$ cat src/psq_pkg.sv
// Constants, register map and types shared by the parameter set sequencer.
`default_nettype none
package psq_pkg;

   ////////////////////////////////////////////////////////////////////////////////
   // Sizes.
   localparam int PSQ_MAX_SETS = 16;
   localparam int PSQ_PARAM_W = 16;
   localparam int PSQ_ADDR_W = 8;
   localparam int PSQ_DATA_W = 32;

   ////////////////////////////////////////////////////////////////////////////////
   // Register byte offsets.
   localparam logic [7:0] PSQ_OFS_CTRL = 8'h00;
   localparam logic [7:0] PSQ_OFS_TOTAL = 8'h04;
   localparam logic [7:0] PSQ_OFS_BASE = 8'h08;
   localparam logic [7:0] PSQ_OFS_STATUS = 8'h0c;
   localparam logic [7:0] PSQ_OFS_ACTIVE = 8'h10;
   localparam logic [7:0] PSQ_OFS_SET_BASE = 8'h40;

   ////////////////////////////////////////////////////////////////////////////////
   // Field positions.
   localparam int PSQ_CTRL_ENABLE = 0;
   localparam int PSQ_CTRL_ADV_SEL = 1;
   localparam int PSQ_CTRL_RST_EN = 2;
   localparam int PSQ_CTRL_INV1 = 3;
   localparam int PSQ_CTRL_INV2 = 4;
   localparam int PSQ_STAT_WAITING = 0;
   localparam int PSQ_STAT_RUNNING = 1;
   localparam int PSQ_STAT_IDX_LSB = 8;

   ////////////////////////////////////////////////////////////////////////////////
   // Values after reset.
   localparam logic [4:0] PSQ_TOTAL_RST = 5'h06;
   localparam logic [15:0] PSQ_BASE_RST = 16'h0000;
   localparam logic [15:0] PSQ_SET_RST = 16'h0000;

   ////////////////////////////////////////////////////////////////////////////////
   // Timing.
   localparam int PSQ_CLK_NS = 50;
   localparam int PSQ_LINE_BUSY_NS = 1000;
   localparam int PSQ_LINE_BUSY_CYC = (PSQ_LINE_BUSY_NS + PSQ_CLK_NS - 1) / PSQ_CLK_NS;

   ////////////////////////////////////////////////////////////////////////////////
   // Types.
   typedef enum logic [1:0] {
      PSQ_OFF = 2'h0,
      PSQ_LOAD = 2'h1,
      PSQ_WAIT = 2'h3,
      PSQ_BUSY = 2'h2
   } psq_state_t;

   typedef struct packed {
      logic inv2;
      logic inv1;
      logic rst_en;
      logic adv_sel;
      logic enable;
   } psq_ctrl_t;

   localparam psq_ctrl_t PSQ_CTRL_RST = '{default: 1'b0};

endpackage
`default_nettype wire

$ cat src/psq_line_watch.sv
// Watches the two control lines and reports when they have been quiet long enough.
`timescale 1ns/1ps
`default_nettype none
module psq_line_watch import psq_pkg::*; #(
   parameter int BUSY_CYC = PSQ_LINE_BUSY_CYC
) (
   // Clock and reset.
   input wire logic clk_sys,
   input wire logic reset,
   // Lines.
   input wire logic [1:0] line_in,
   // Status.
   output logic line_chg,
   output logic quiet
);

   localparam int CW = $clog2(BUSY_CYC + 1);
   localparam logic [CW-1:0] BUSY_LOAD = CW'(BUSY_CYC);

   logic [1:0] line_prev_ff;
   logic [CW-1:0] busy_cnt_ff;
   logic [CW-1:0] nxt_busy_cnt;

   initial begin
      if (BUSY_CYC < 2) begin
         $error("BUSY_CYC must be at least 2");
      end
   end

   // Any level change restarts the settle window.
   assign line_chg = (line_in != line_prev_ff);
   assign quiet = (busy_cnt_ff == '0) && !line_chg;
   assign nxt_busy_cnt = line_chg ? BUSY_LOAD :
                         (busy_cnt_ff != '0) ? busy_cnt_ff - 1'b1 : busy_cnt_ff;

   always_ff @(posedge clk_sys or posedge reset) begin
      if (reset) begin
         line_prev_ff <= 2'h0;
         busy_cnt_ff <= '0;
      end else begin
         line_prev_ff <= line_in;
         busy_cnt_ff <= nxt_busy_cnt;
      end
   end

endmodule
`default_nettype wire

$ cat src/psq_top.sv
// Parameter set sequencer with line controlled advance and synchronous restart.
`timescale 1ns/1ps
`default_nettype none
module psq_top import psq_pkg::*; #(
   parameter int NUM_SETS = PSQ_MAX_SETS,
   parameter int PARAM_W = PSQ_PARAM_W,
   parameter int BUSY_CYC = PSQ_LINE_BUSY_CYC
) (
   // Clock and reset.
   input wire logic clk_sys,
   input wire logic reset,
   // Register port.
   input wire logic [PSQ_ADDR_W-1:0] addr,
   input wire logic [PSQ_DATA_W-1:0] wdata,
   input wire logic wr,
   input wire logic rd,
   output logic [PSQ_DATA_W-1:0] rdata,
   // Control lines and frame trigger.
   input wire logic line1,
   input wire logic line2,
   input wire logic frame_trig,
   // Sequencer outputs.
   output logic [PARAM_W-1:0] active_param,
   output logic [$clog2(NUM_SETS)-1:0] set_index,
   output logic waiting,
   output logic running,
   output logic frame_start
);

   localparam int IDX_W = $clog2(NUM_SETS);
   localparam int TOT_W = IDX_W + 1;
   localparam logic [TOT_W-1:0] TOT_MAX = TOT_W'(NUM_SETS);

   initial begin
      if (NUM_SETS < 2 || NUM_SETS > PSQ_MAX_SETS) begin
         $error("NUM_SETS must lie in 2..16");
      end
      if (PARAM_W < 1 || PARAM_W > PSQ_DATA_W) begin
         $error("PARAM_W must lie in 1..32");
      end
   end

   // Next index in the cycle, wrapping after the last configured set.
   function automatic logic [IDX_W-1:0] next_index(input logic [IDX_W-1:0] idx,
                                                   input logic [IDX_W-1:0] last);
      if (idx >= last) begin
         next_index = '0;
      end else begin
         next_index = idx + 1'b1;
      end
   endfunction

   ////////////////////////////////////////////////////////////////////////////////
   // State.
   psq_state_t state_ff;
   psq_state_t nxt_state;
   psq_ctrl_t ctrl_ff;
   logic [TOT_W-1:0] total_ff;
   logic [PARAM_W-1:0] base_ff;
   logic [PARAM_W-1:0] set_mem_ff [NUM_SETS];
   logic [PARAM_W-1:0] active_param_ff;
   logic [PARAM_W-1:0] nxt_active_param;
   logic [IDX_W-1:0] set_index_ff;
   logic [IDX_W-1:0] nxt_set_index;
   logic [PSQ_DATA_W-1:0] rdata_ff;
   logic trig_prev_ff;
   logic waiting_ff;
   logic running_ff;
   logic frame_start_ff;

   ////////////////////////////////////////////////////////////////////////////////
   // Line settle watcher.
   logic line_chg;
   logic quiet;

   psq_line_watch #(
      .BUSY_CYC(BUSY_CYC)
   ) u_watch (
      .clk_sys(clk_sys),
      .reset(reset),
      .line_in({line2, line1}),
      .line_chg(line_chg),
      .quiet(quiet)
   );

   ////////////////////////////////////////////////////////////////////////////////
   // Register decode.
   wire [7:0] set_off = addr - PSQ_OFS_SET_BASE;
   wire set_hit = (addr >= PSQ_OFS_SET_BASE) && (set_off[1:0] == 2'h0) &&
                  (set_off[7:2] < 6'(NUM_SETS));
   wire [IDX_W-1:0] set_sel = set_off[IDX_W+1:2];
   wire wr_ctrl = wr && (addr == PSQ_OFS_CTRL);
   wire wr_total = wr && (addr == PSQ_OFS_TOTAL);
   wire wr_base = wr && (addr == PSQ_OFS_BASE);
   wire wr_set = wr && set_hit;

   wire [PSQ_DATA_W-1:0] ctrl_rd = PSQ_DATA_W'(ctrl_ff);
   wire [PSQ_DATA_W-1:0] stat_rd = (PSQ_DATA_W'(set_index_ff) << PSQ_STAT_IDX_LSB) |
                                   (PSQ_DATA_W'(running_ff) << PSQ_STAT_RUNNING) |
                                   (PSQ_DATA_W'(waiting_ff) << PSQ_STAT_WAITING);
   wire [PSQ_DATA_W-1:0] rd_mux =
      (addr == PSQ_OFS_CTRL) ? ctrl_rd :
      (addr == PSQ_OFS_TOTAL) ? PSQ_DATA_W'(total_ff) :
      (addr == PSQ_OFS_BASE) ? PSQ_DATA_W'(base_ff) :
      (addr == PSQ_OFS_STATUS) ? stat_rd :
      (addr == PSQ_OFS_ACTIVE) ? PSQ_DATA_W'(active_param_ff) :
      set_hit ? PSQ_DATA_W'(set_mem_ff[set_sel]) : '0;

   wire psq_ctrl_t ctrl_wr = '{
      inv2: wdata[PSQ_CTRL_INV2],
      inv1: wdata[PSQ_CTRL_INV1],
      rst_en: wdata[PSQ_CTRL_RST_EN],
      adv_sel: wdata[PSQ_CTRL_ADV_SEL],
      enable: wdata[PSQ_CTRL_ENABLE]
   };

   ////////////////////////////////////////////////////////////////////////////////
   // Set count, clamped so that the cycle never reaches an unstored set.
   wire [TOT_W-1:0] eff_total = (total_ff == '0) ? TOT_W'(1) :
                                (total_ff > TOT_MAX) ? TOT_MAX : total_ff;
   wire [TOT_W-1:0] last_tot = eff_total - 1'b1;
   wire [IDX_W-1:0] last_idx = last_tot[IDX_W-1:0];

   ////////////////////////////////////////////////////////////////////////////////
   // Line decode and set selection.
   wire lvl1 = line1 ^ ctrl_ff.inv1;
   wire lvl2 = line2 ^ ctrl_ff.inv2;
   wire adv_act = ctrl_ff.adv_sel ? lvl2 : lvl1;
   wire rst_act = ctrl_ff.rst_en && (ctrl_ff.adv_sel ? lvl1 : lvl2);
   wire trig_rise = frame_trig && !trig_prev_ff;
   // A trigger counts only in the waiting state with the lines quiet in that very cycle.
   wire take = (state_ff == PSQ_WAIT) && quiet && trig_rise;
   wire [IDX_W-1:0] adv_idx = next_index(set_index_ff, last_idx);
   wire [IDX_W-1:0] sel_idx = rst_act ? '0 :
                              adv_act ? adv_idx : set_index_ff;
   wire do_load = rst_act || adv_act;

   ////////////////////////////////////////////////////////////////////////////////
   // Sequencer state machine.
   always_comb begin
      nxt_state = state_ff;
      nxt_set_index = set_index_ff;
      nxt_active_param = active_param_ff;
      case (state_ff)
         PSQ_OFF: begin
            nxt_active_param = base_ff;
            if (ctrl_ff.enable) begin
               nxt_state = PSQ_LOAD;
               nxt_set_index = '0;
            end
         end
         PSQ_LOAD: begin
            nxt_active_param = set_mem_ff[set_index_ff];
            nxt_state = quiet ? PSQ_WAIT : PSQ_BUSY;
         end
         // A line change drops the waiting report until the lines have settled again.
         PSQ_WAIT: begin
            if (!quiet) begin
               nxt_state = PSQ_BUSY;
            end else if (take) begin
               nxt_set_index = sel_idx;
               if (do_load) begin
                  nxt_active_param = set_mem_ff[sel_idx];
               end
            end
         end
         PSQ_BUSY: begin
            if (quiet) begin
               nxt_state = PSQ_WAIT;
            end
         end
         default: begin
            nxt_state = PSQ_OFF;
         end
      endcase
      // Disabling wins over every state; a frame taken in that same cycle still steps set_index but raises no frame_start.
      if (!ctrl_ff.enable && state_ff != PSQ_OFF) begin
         nxt_state = PSQ_OFF;
         nxt_active_param = base_ff;
      end
   end

   always_ff @(posedge clk_sys or posedge reset) begin
      if (reset) begin
         state_ff <= PSQ_OFF;
         set_index_ff <= '0;
         active_param_ff <= PARAM_W'(PSQ_BASE_RST);
         waiting_ff <= 1'b0;
         running_ff <= 1'b0;
         frame_start_ff <= 1'b0;
         trig_prev_ff <= 1'b0;
      end else begin
         state_ff <= nxt_state;
         set_index_ff <= nxt_set_index;
         active_param_ff <= nxt_active_param;
         waiting_ff <= (nxt_state == PSQ_WAIT);
         running_ff <= (nxt_state != PSQ_OFF);
         frame_start_ff <= take && ctrl_ff.enable;
         trig_prev_ff <= frame_trig;
      end
   end

   ////////////////////////////////////////////////////////////////////////////////
   // Register file.
   always_ff @(posedge clk_sys or posedge reset) begin
      if (reset) begin
         ctrl_ff <= PSQ_CTRL_RST;
         total_ff <= TOT_W'(PSQ_TOTAL_RST);
         base_ff <= PARAM_W'(PSQ_BASE_RST);
         rdata_ff <= '0;
      end else begin
         if (wr_ctrl) begin
            ctrl_ff <= ctrl_wr;
         end
         if (wr_total) begin
            total_ff <= wdata[TOT_W-1:0];
         end
         if (wr_base) begin
            base_ff <= wdata[PARAM_W-1:0];
         end
         // Read data stand for the one cycle after the strobe and read zero otherwise.
         rdata_ff <= rd ? rd_mux : '0;
      end
   end

   always_ff @(posedge clk_sys or posedge reset) begin
      if (reset) begin
         for (int i = 0; i < NUM_SETS; i++) begin
            set_mem_ff[i] <= PARAM_W'(PSQ_SET_RST);
         end
      end else if (wr_set) begin
         set_mem_ff[set_sel] <= wdata[PARAM_W-1:0];
      end
   end

   ////////////////////////////////////////////////////////////////////////////////
   // Outputs.
   assign rdata = rdata_ff;
   assign active_param = active_param_ff;
   assign set_index = set_index_ff;
   assign waiting = waiting_ff;
   assign running = running_ff;
   assign frame_start = frame_start_ff;
endmodule
`default_nettype wire

$ cat config.mk
export PLATFORM = sky130hd
export DESIGN_NAME = psq_top
export DESIGN_NICKNAME = d
export VERILOG_FILES = /design/src/psq_pkg.sv /design/src/psq_line_watch.sv /design/src/psq_top.sv
export SDC_FILE = /design/constraint.sdc
export NUM_CORES = 1
export LEC_CHECK = 0
export BUFFER_PORTS_ARGS = -buffer_cell sky130_fd_sc_hd__buf_2
export CAP_MARGIN = 20
export CORE_ASPECT_RATIO = 2
export CORE_MARGIN = 3
export CORE_UTILIZATION = 30
export DETAILED_ROUTE_END_ITERATION = 8
export GPL_TIMING_DRIVEN = 0
export PLACE_DENSITY = 0.48
export SLEW_MARGIN = 20
export SYNTH_ARGS = -nofsm -noshare
export SYNTH_HDL_FRONTEND = slang
export SYNTH_HIERARCHICAL = 1
export SYNTH_SLANG_ARGS = --single-unit
$ cat constraint.sdc
create_clock -name clk_sys -period 20.8 [get_ports clk_sys]
set_input_delay 4.16 -clock clk_sys [delete_from_list [all_inputs] [get_ports clk_sys]]
set_output_delay 4.16 -clock clk_sys [all_outputs]
set_load 0.02 [all_outputs]
==> reports/metrics.sh <==
STATUS='finished clean'
GP_CONGESTION=0.992
RSZ0062_AT_GRT='false'
LAYOUT-AREA-OVERHEAD-VS-SYNTH_PCT=13.0
FIN_CELLS=2582
TRITONCTS_NUM_SINKS=331
N_FILL_CELL=6482
YS_TOP_CELLS_BY_AREA='sky130_fd_sc_hd__dfrtp_1 42%, sky130_fd_sc_hd__mux2_2 17%, sky130_fd_sc_hd__mux4_2 17%, sky130_fd_sc_hd__nand2_1 3.4%, sky130_fd_sc_hd__mux2i_1 2.2%'
WORST_CLOCK_SKEW_NS=0.0130
WORST_EP_ARRIVAL_TIME_NS=7.92
P_PER_AREA_nW_PER_UM2=76.2
MAX_STAGE_DELAY_NS=0.87
VIA_PER_INST=5.86
GRT.OVERFLOW.TOTAL=0
SYNTH_COMPOUND_GATE_AREA_SHARE=0.0986
YOSYS.AREA_SHARE.SIMPLE=0.0762
POST_CTS_RESIZE_COUNT=0
TIMING.CRITICAL_PATH.SLOWEST_STAGE_CELL='sky130_fd_sc_hd__o311ai_1'
NUMCTSBUFFERS=30
POST_DRT_WL_PER_CELL_UM=31.0
COMBINATIONALPOWERSHARE=0.240
FIN_CRIT_SH=0.357
HOLD_BUFFERS=0
WORSTSKEWPAIRLATENCY_NS=0.59
FINAL_NETS=1745
DIE_W_UM=187
YS_SEQ_AREA_FRAC=0.421
CLOCK_POWER_SHARE=0.343
SYNTH.MUX.AREA_FRACTION=0.355
CLOCK_SLEW_AT_THE_REGISTER_CLOCK_PINS_OF_THE_WORST_SETUP_AND_HOLD_PATHS_NS=0.07
ANTENNA_FOUND_INITIAL=2
YS_DOMINANT_REG_CELL='sky130_fd_sc_hd__dfrtp_1'
PLACEMENT_ROWS=132
POSTSYNTH.ASYNCRESETSHARE=1.00
MAX_CAP_VIOLATIONS=0
MAXSLEWHEADROOM=0.172
FIRST_GLOBAL_VIAS=15600
LARGEST_AREA_CONTRIBUTOR_IN_THE_SYNTHESIZED_NETLIST='sky130_fd_sc_hd__dfrtp_1'
SETUP-VIOLATIONS-FINAL=0
FINISH.UTILIZATION=0.343
DOMINANT_COMBINATIONAL_CELL_FAMILY_BY_AREA_AFTER_SYNTHESIS='multiplexers'
FINAL-HOLD-VIOLATION-COUNT=0
ROUTE.VIAS.TOTAL=15100
VDD.IR_DROP.WORST_mV=0.0620
POWER.SHARE.SEQUENTIAL=0.417
SWSHARE=0.330
ROUTE.DETAILED.DRC=0
YOSYS.AREA_SHARE.XOR_XNOR=0.00566
ROOT_BUFFER='sky130_fd_sc_hd__clkbuf_16'
DIE_Y_UM=368
TOTAL_AREA_OF_MULTI_INPUT_COMBINATIONAL_CELLS_UM2=10700
SEQ_AREA_UM2=8290
SETUP.WORST_PATH.CLASS='input port to flip-flop'
CRIT_FANOUT=10
DRT_ITER0_MARKERS=1325
CP-START-KIND='input port'
SYNTH_ENABLE_FLOP_CELLS=0
DRT_PASS1_ITERATIONS=6
FINAL_CRITICAL_PATH_SETUP_SLACK_NS=13.36
SYNTH-ADDER-AREA-SHARE=0.00445
POST_SYNTH_NUM_CELL_TYPES=61
ANTENNA_LEFT=0
YOSYSMOSTFREQUENTCELL='sky130_fd_sc_hd__dfrtp_1'
SYNTH.TOP_CELLS.BY_COUNT='329 x sky130_fd_sc_hd__dfrtp_1, 290 x sky130_fd_sc_hd__mux2_2, 178 x sky130_fd_sc_hd__nand2_1, 145 x sky130_fd_sc_hd__mux4_2, 78 x sky130_fd_sc_hd__clkbuf_1'
FINAL-MAX-SLEW-VIOLATION-COUNT=0
STARTING_DENSITY_OF_THE_CORE=0.303
WORSTMARGINPINSLEW_NS=1.24
DP.FINAL_HPWL_UM=63000
PATH_CELLS='buf_2 > xnor2_1 > nand2_1 > nor2_1 > nand4b_1 > o311ai_1 > buf_2 > buf_2 > buf_2 > o22ai_1 > nor4_1'
POST-PLACE-WS_NS=12.77
CTS_HTREE_LEVELS=1
POWER.STATIC_LEAKAGE_nW=9.84
FINAL.SETUP.TNS_NS=0
CTSLONGESTPATHBUFFERS=3
INTERNAL_POWER_mW=1.14
GRT_PASS1_WL_UM=113000
BOUNDARYPINS=102
AREA_OF_THE_DIE_UM2=68900
SYNTH_SEQ_CELLS=331
END_KIND='flip-flop'
TOTAL_WIRELENGTH_OF_THE_DETAILED_ROUTED_DESIGN_UM=80000
SYNTHESIS.YOSYS.WARNINGS=6
POSTCTSSETUPBUFFERS=0
P_SW_mW=0.560
POSTSYNTHCELLCOUNT=1577
PIN_COUNT_OF_THE_BIGGEST_NET_ENTERING_GLOBAL_ROUTING=99
SYNTH.AVG_CELL_AREA_UM2=12.5
WORST_EP_REQUIRED_TIME_NS=21.28
MAXIMUM_FREQUENCY_FROM_STATIC_TIMING_ANALYSIS_MHz=134
TIMING.FINAL.CRIT_PERIOD_NS=7.44
NUMPLACEDINSTANCES=2529
CTS_TREE='yes'
IO_BUFFERS=62
REPORT.POWER.TOTAL_mW=1.70
SYNTH_TOP_CELL_AREA_SHARE=0.418
CORE_AREA_UM2=64900
HP-CLASS='flip-flop to flip-flop'
DRIVE_ABOVE_1_SHARE=0.365
POST_SYNTH_INSTANCE_AREA_UM2=19700
GRT.TOTAL_USAGE=0.228
CPMOSTUSEDCELL='sky130_fd_sc_hd__buf_2'
## cell families after synthesis
kind of cell / after synthesis
other cells: 1
mux: 479
buf+inv: 167
flops: 331
fa+ha+maj: 7
simple gates: 324
compound gates: 257
xor+xnor: 11
## state kept, by name, indices dropped and copies added (netlist names)
name	count
active_param	16
base_ff	16
ctrl_ff	5
frame_start	1
rdata	16
running	1
set_index	4
set_mem_ff	256
state_ff	2
total_ff	5
trig_prev_ff	1
u_watch/busy_cnt_ff	5
u_watch/line_prev_ff	2
waiting	1
## per-stage QoR
step | cell area, um2 | hold WS (ns)
CTS | 22200 | 0.551
global placement | 21100 | 0.522
finish | 22200 | 0.550
detailed placement | 21200 | 0.533
floorplan | 19700 | 0.487
global route | 22200 | 0.568
## layout make-up
type                       instances  share of cell area
buffer                           156              0.0326
antenna                            1            0.000112
clock inverter                     8             0.00534
inverter                          11             0.00219
tap                              871              0.0490
clock buffer                      43              0.0387
timing repair buffer              67              0.0187
multi-input combinational       1094               0.481
sequential                       331               0.372
## cell usage in the layout, fill, tap and decap left out, drive strengths merged, types with 21 or more instances in the layout
cell type / count
mux2i: 44
clkbuf: 121
nand3: 32
a211oi: 32
mux4: 145
nor2: 25
a221oi: 27
a31oi: 21
nand2: 178
dfrtp: 329
mux2: 290
buf: 145
a21oi: 35
## power by group through the flow
stage,clock (mW),combinational (mW),sequential [mW]
floorplan,0,0.247,0.708
detailed placement,0,0.400,0.718
finish,0.582,0.406,0.707
global placement,0,0.392,0.716
global route,0.621,0.422,0.710
CTS,0.598,0.400,0.706
## metal layers
layer,vias to the layer above,wire (um),part of all wire,global-route usage
met1,7704,25400,0.32,0.227
met4,2,7470,0.093,0.178
li1,6324,-,-,-
met2,843,42400,0.53,0.423
met3,265,4660,0.058,0.0292
met5,-,7,0.000088,0
## worst max-delay path: cells and delay by family
family	cells	cell delay [ns]
xor gates and xnor gates	1	0.24
and+or+nand+nor	4	1.23
AOI/OAI and AO/OA	2	1.00
buffers and inverters	4	1.25
## worst paths after layout
path	start	to	slack, ns	depth (start not counted)
max in group asynchronous	reset	total_ff[2]$_DFFE_PP1P_	15.91	4
setup / recovery	line1	active_param[7]$_DFFE_PP0P_	13.36	11
setup reg to reg	total_ff[1]$_DFFE_PP1P_	active_param[8]$_DFFE_PP0P_	16.00	13
hold reg to reg	u_watch/line_prev_ff[1]$_DFF_PP0_	u_watch/busy_cnt_ff[4]$_DFFE_PP0P_	0.55	2
hold / removal	u_watch/line_prev_ff[1]$_DFF_PP0_	u_watch/busy_cnt_ff[4]$_DFFE_PP0P_	0.55	2
min in group asynchronous	reset	u_watch/busy_cnt_ff[2]$_DFFE_PP0P_	3.57	2
(Power assumes the default switching activity.)
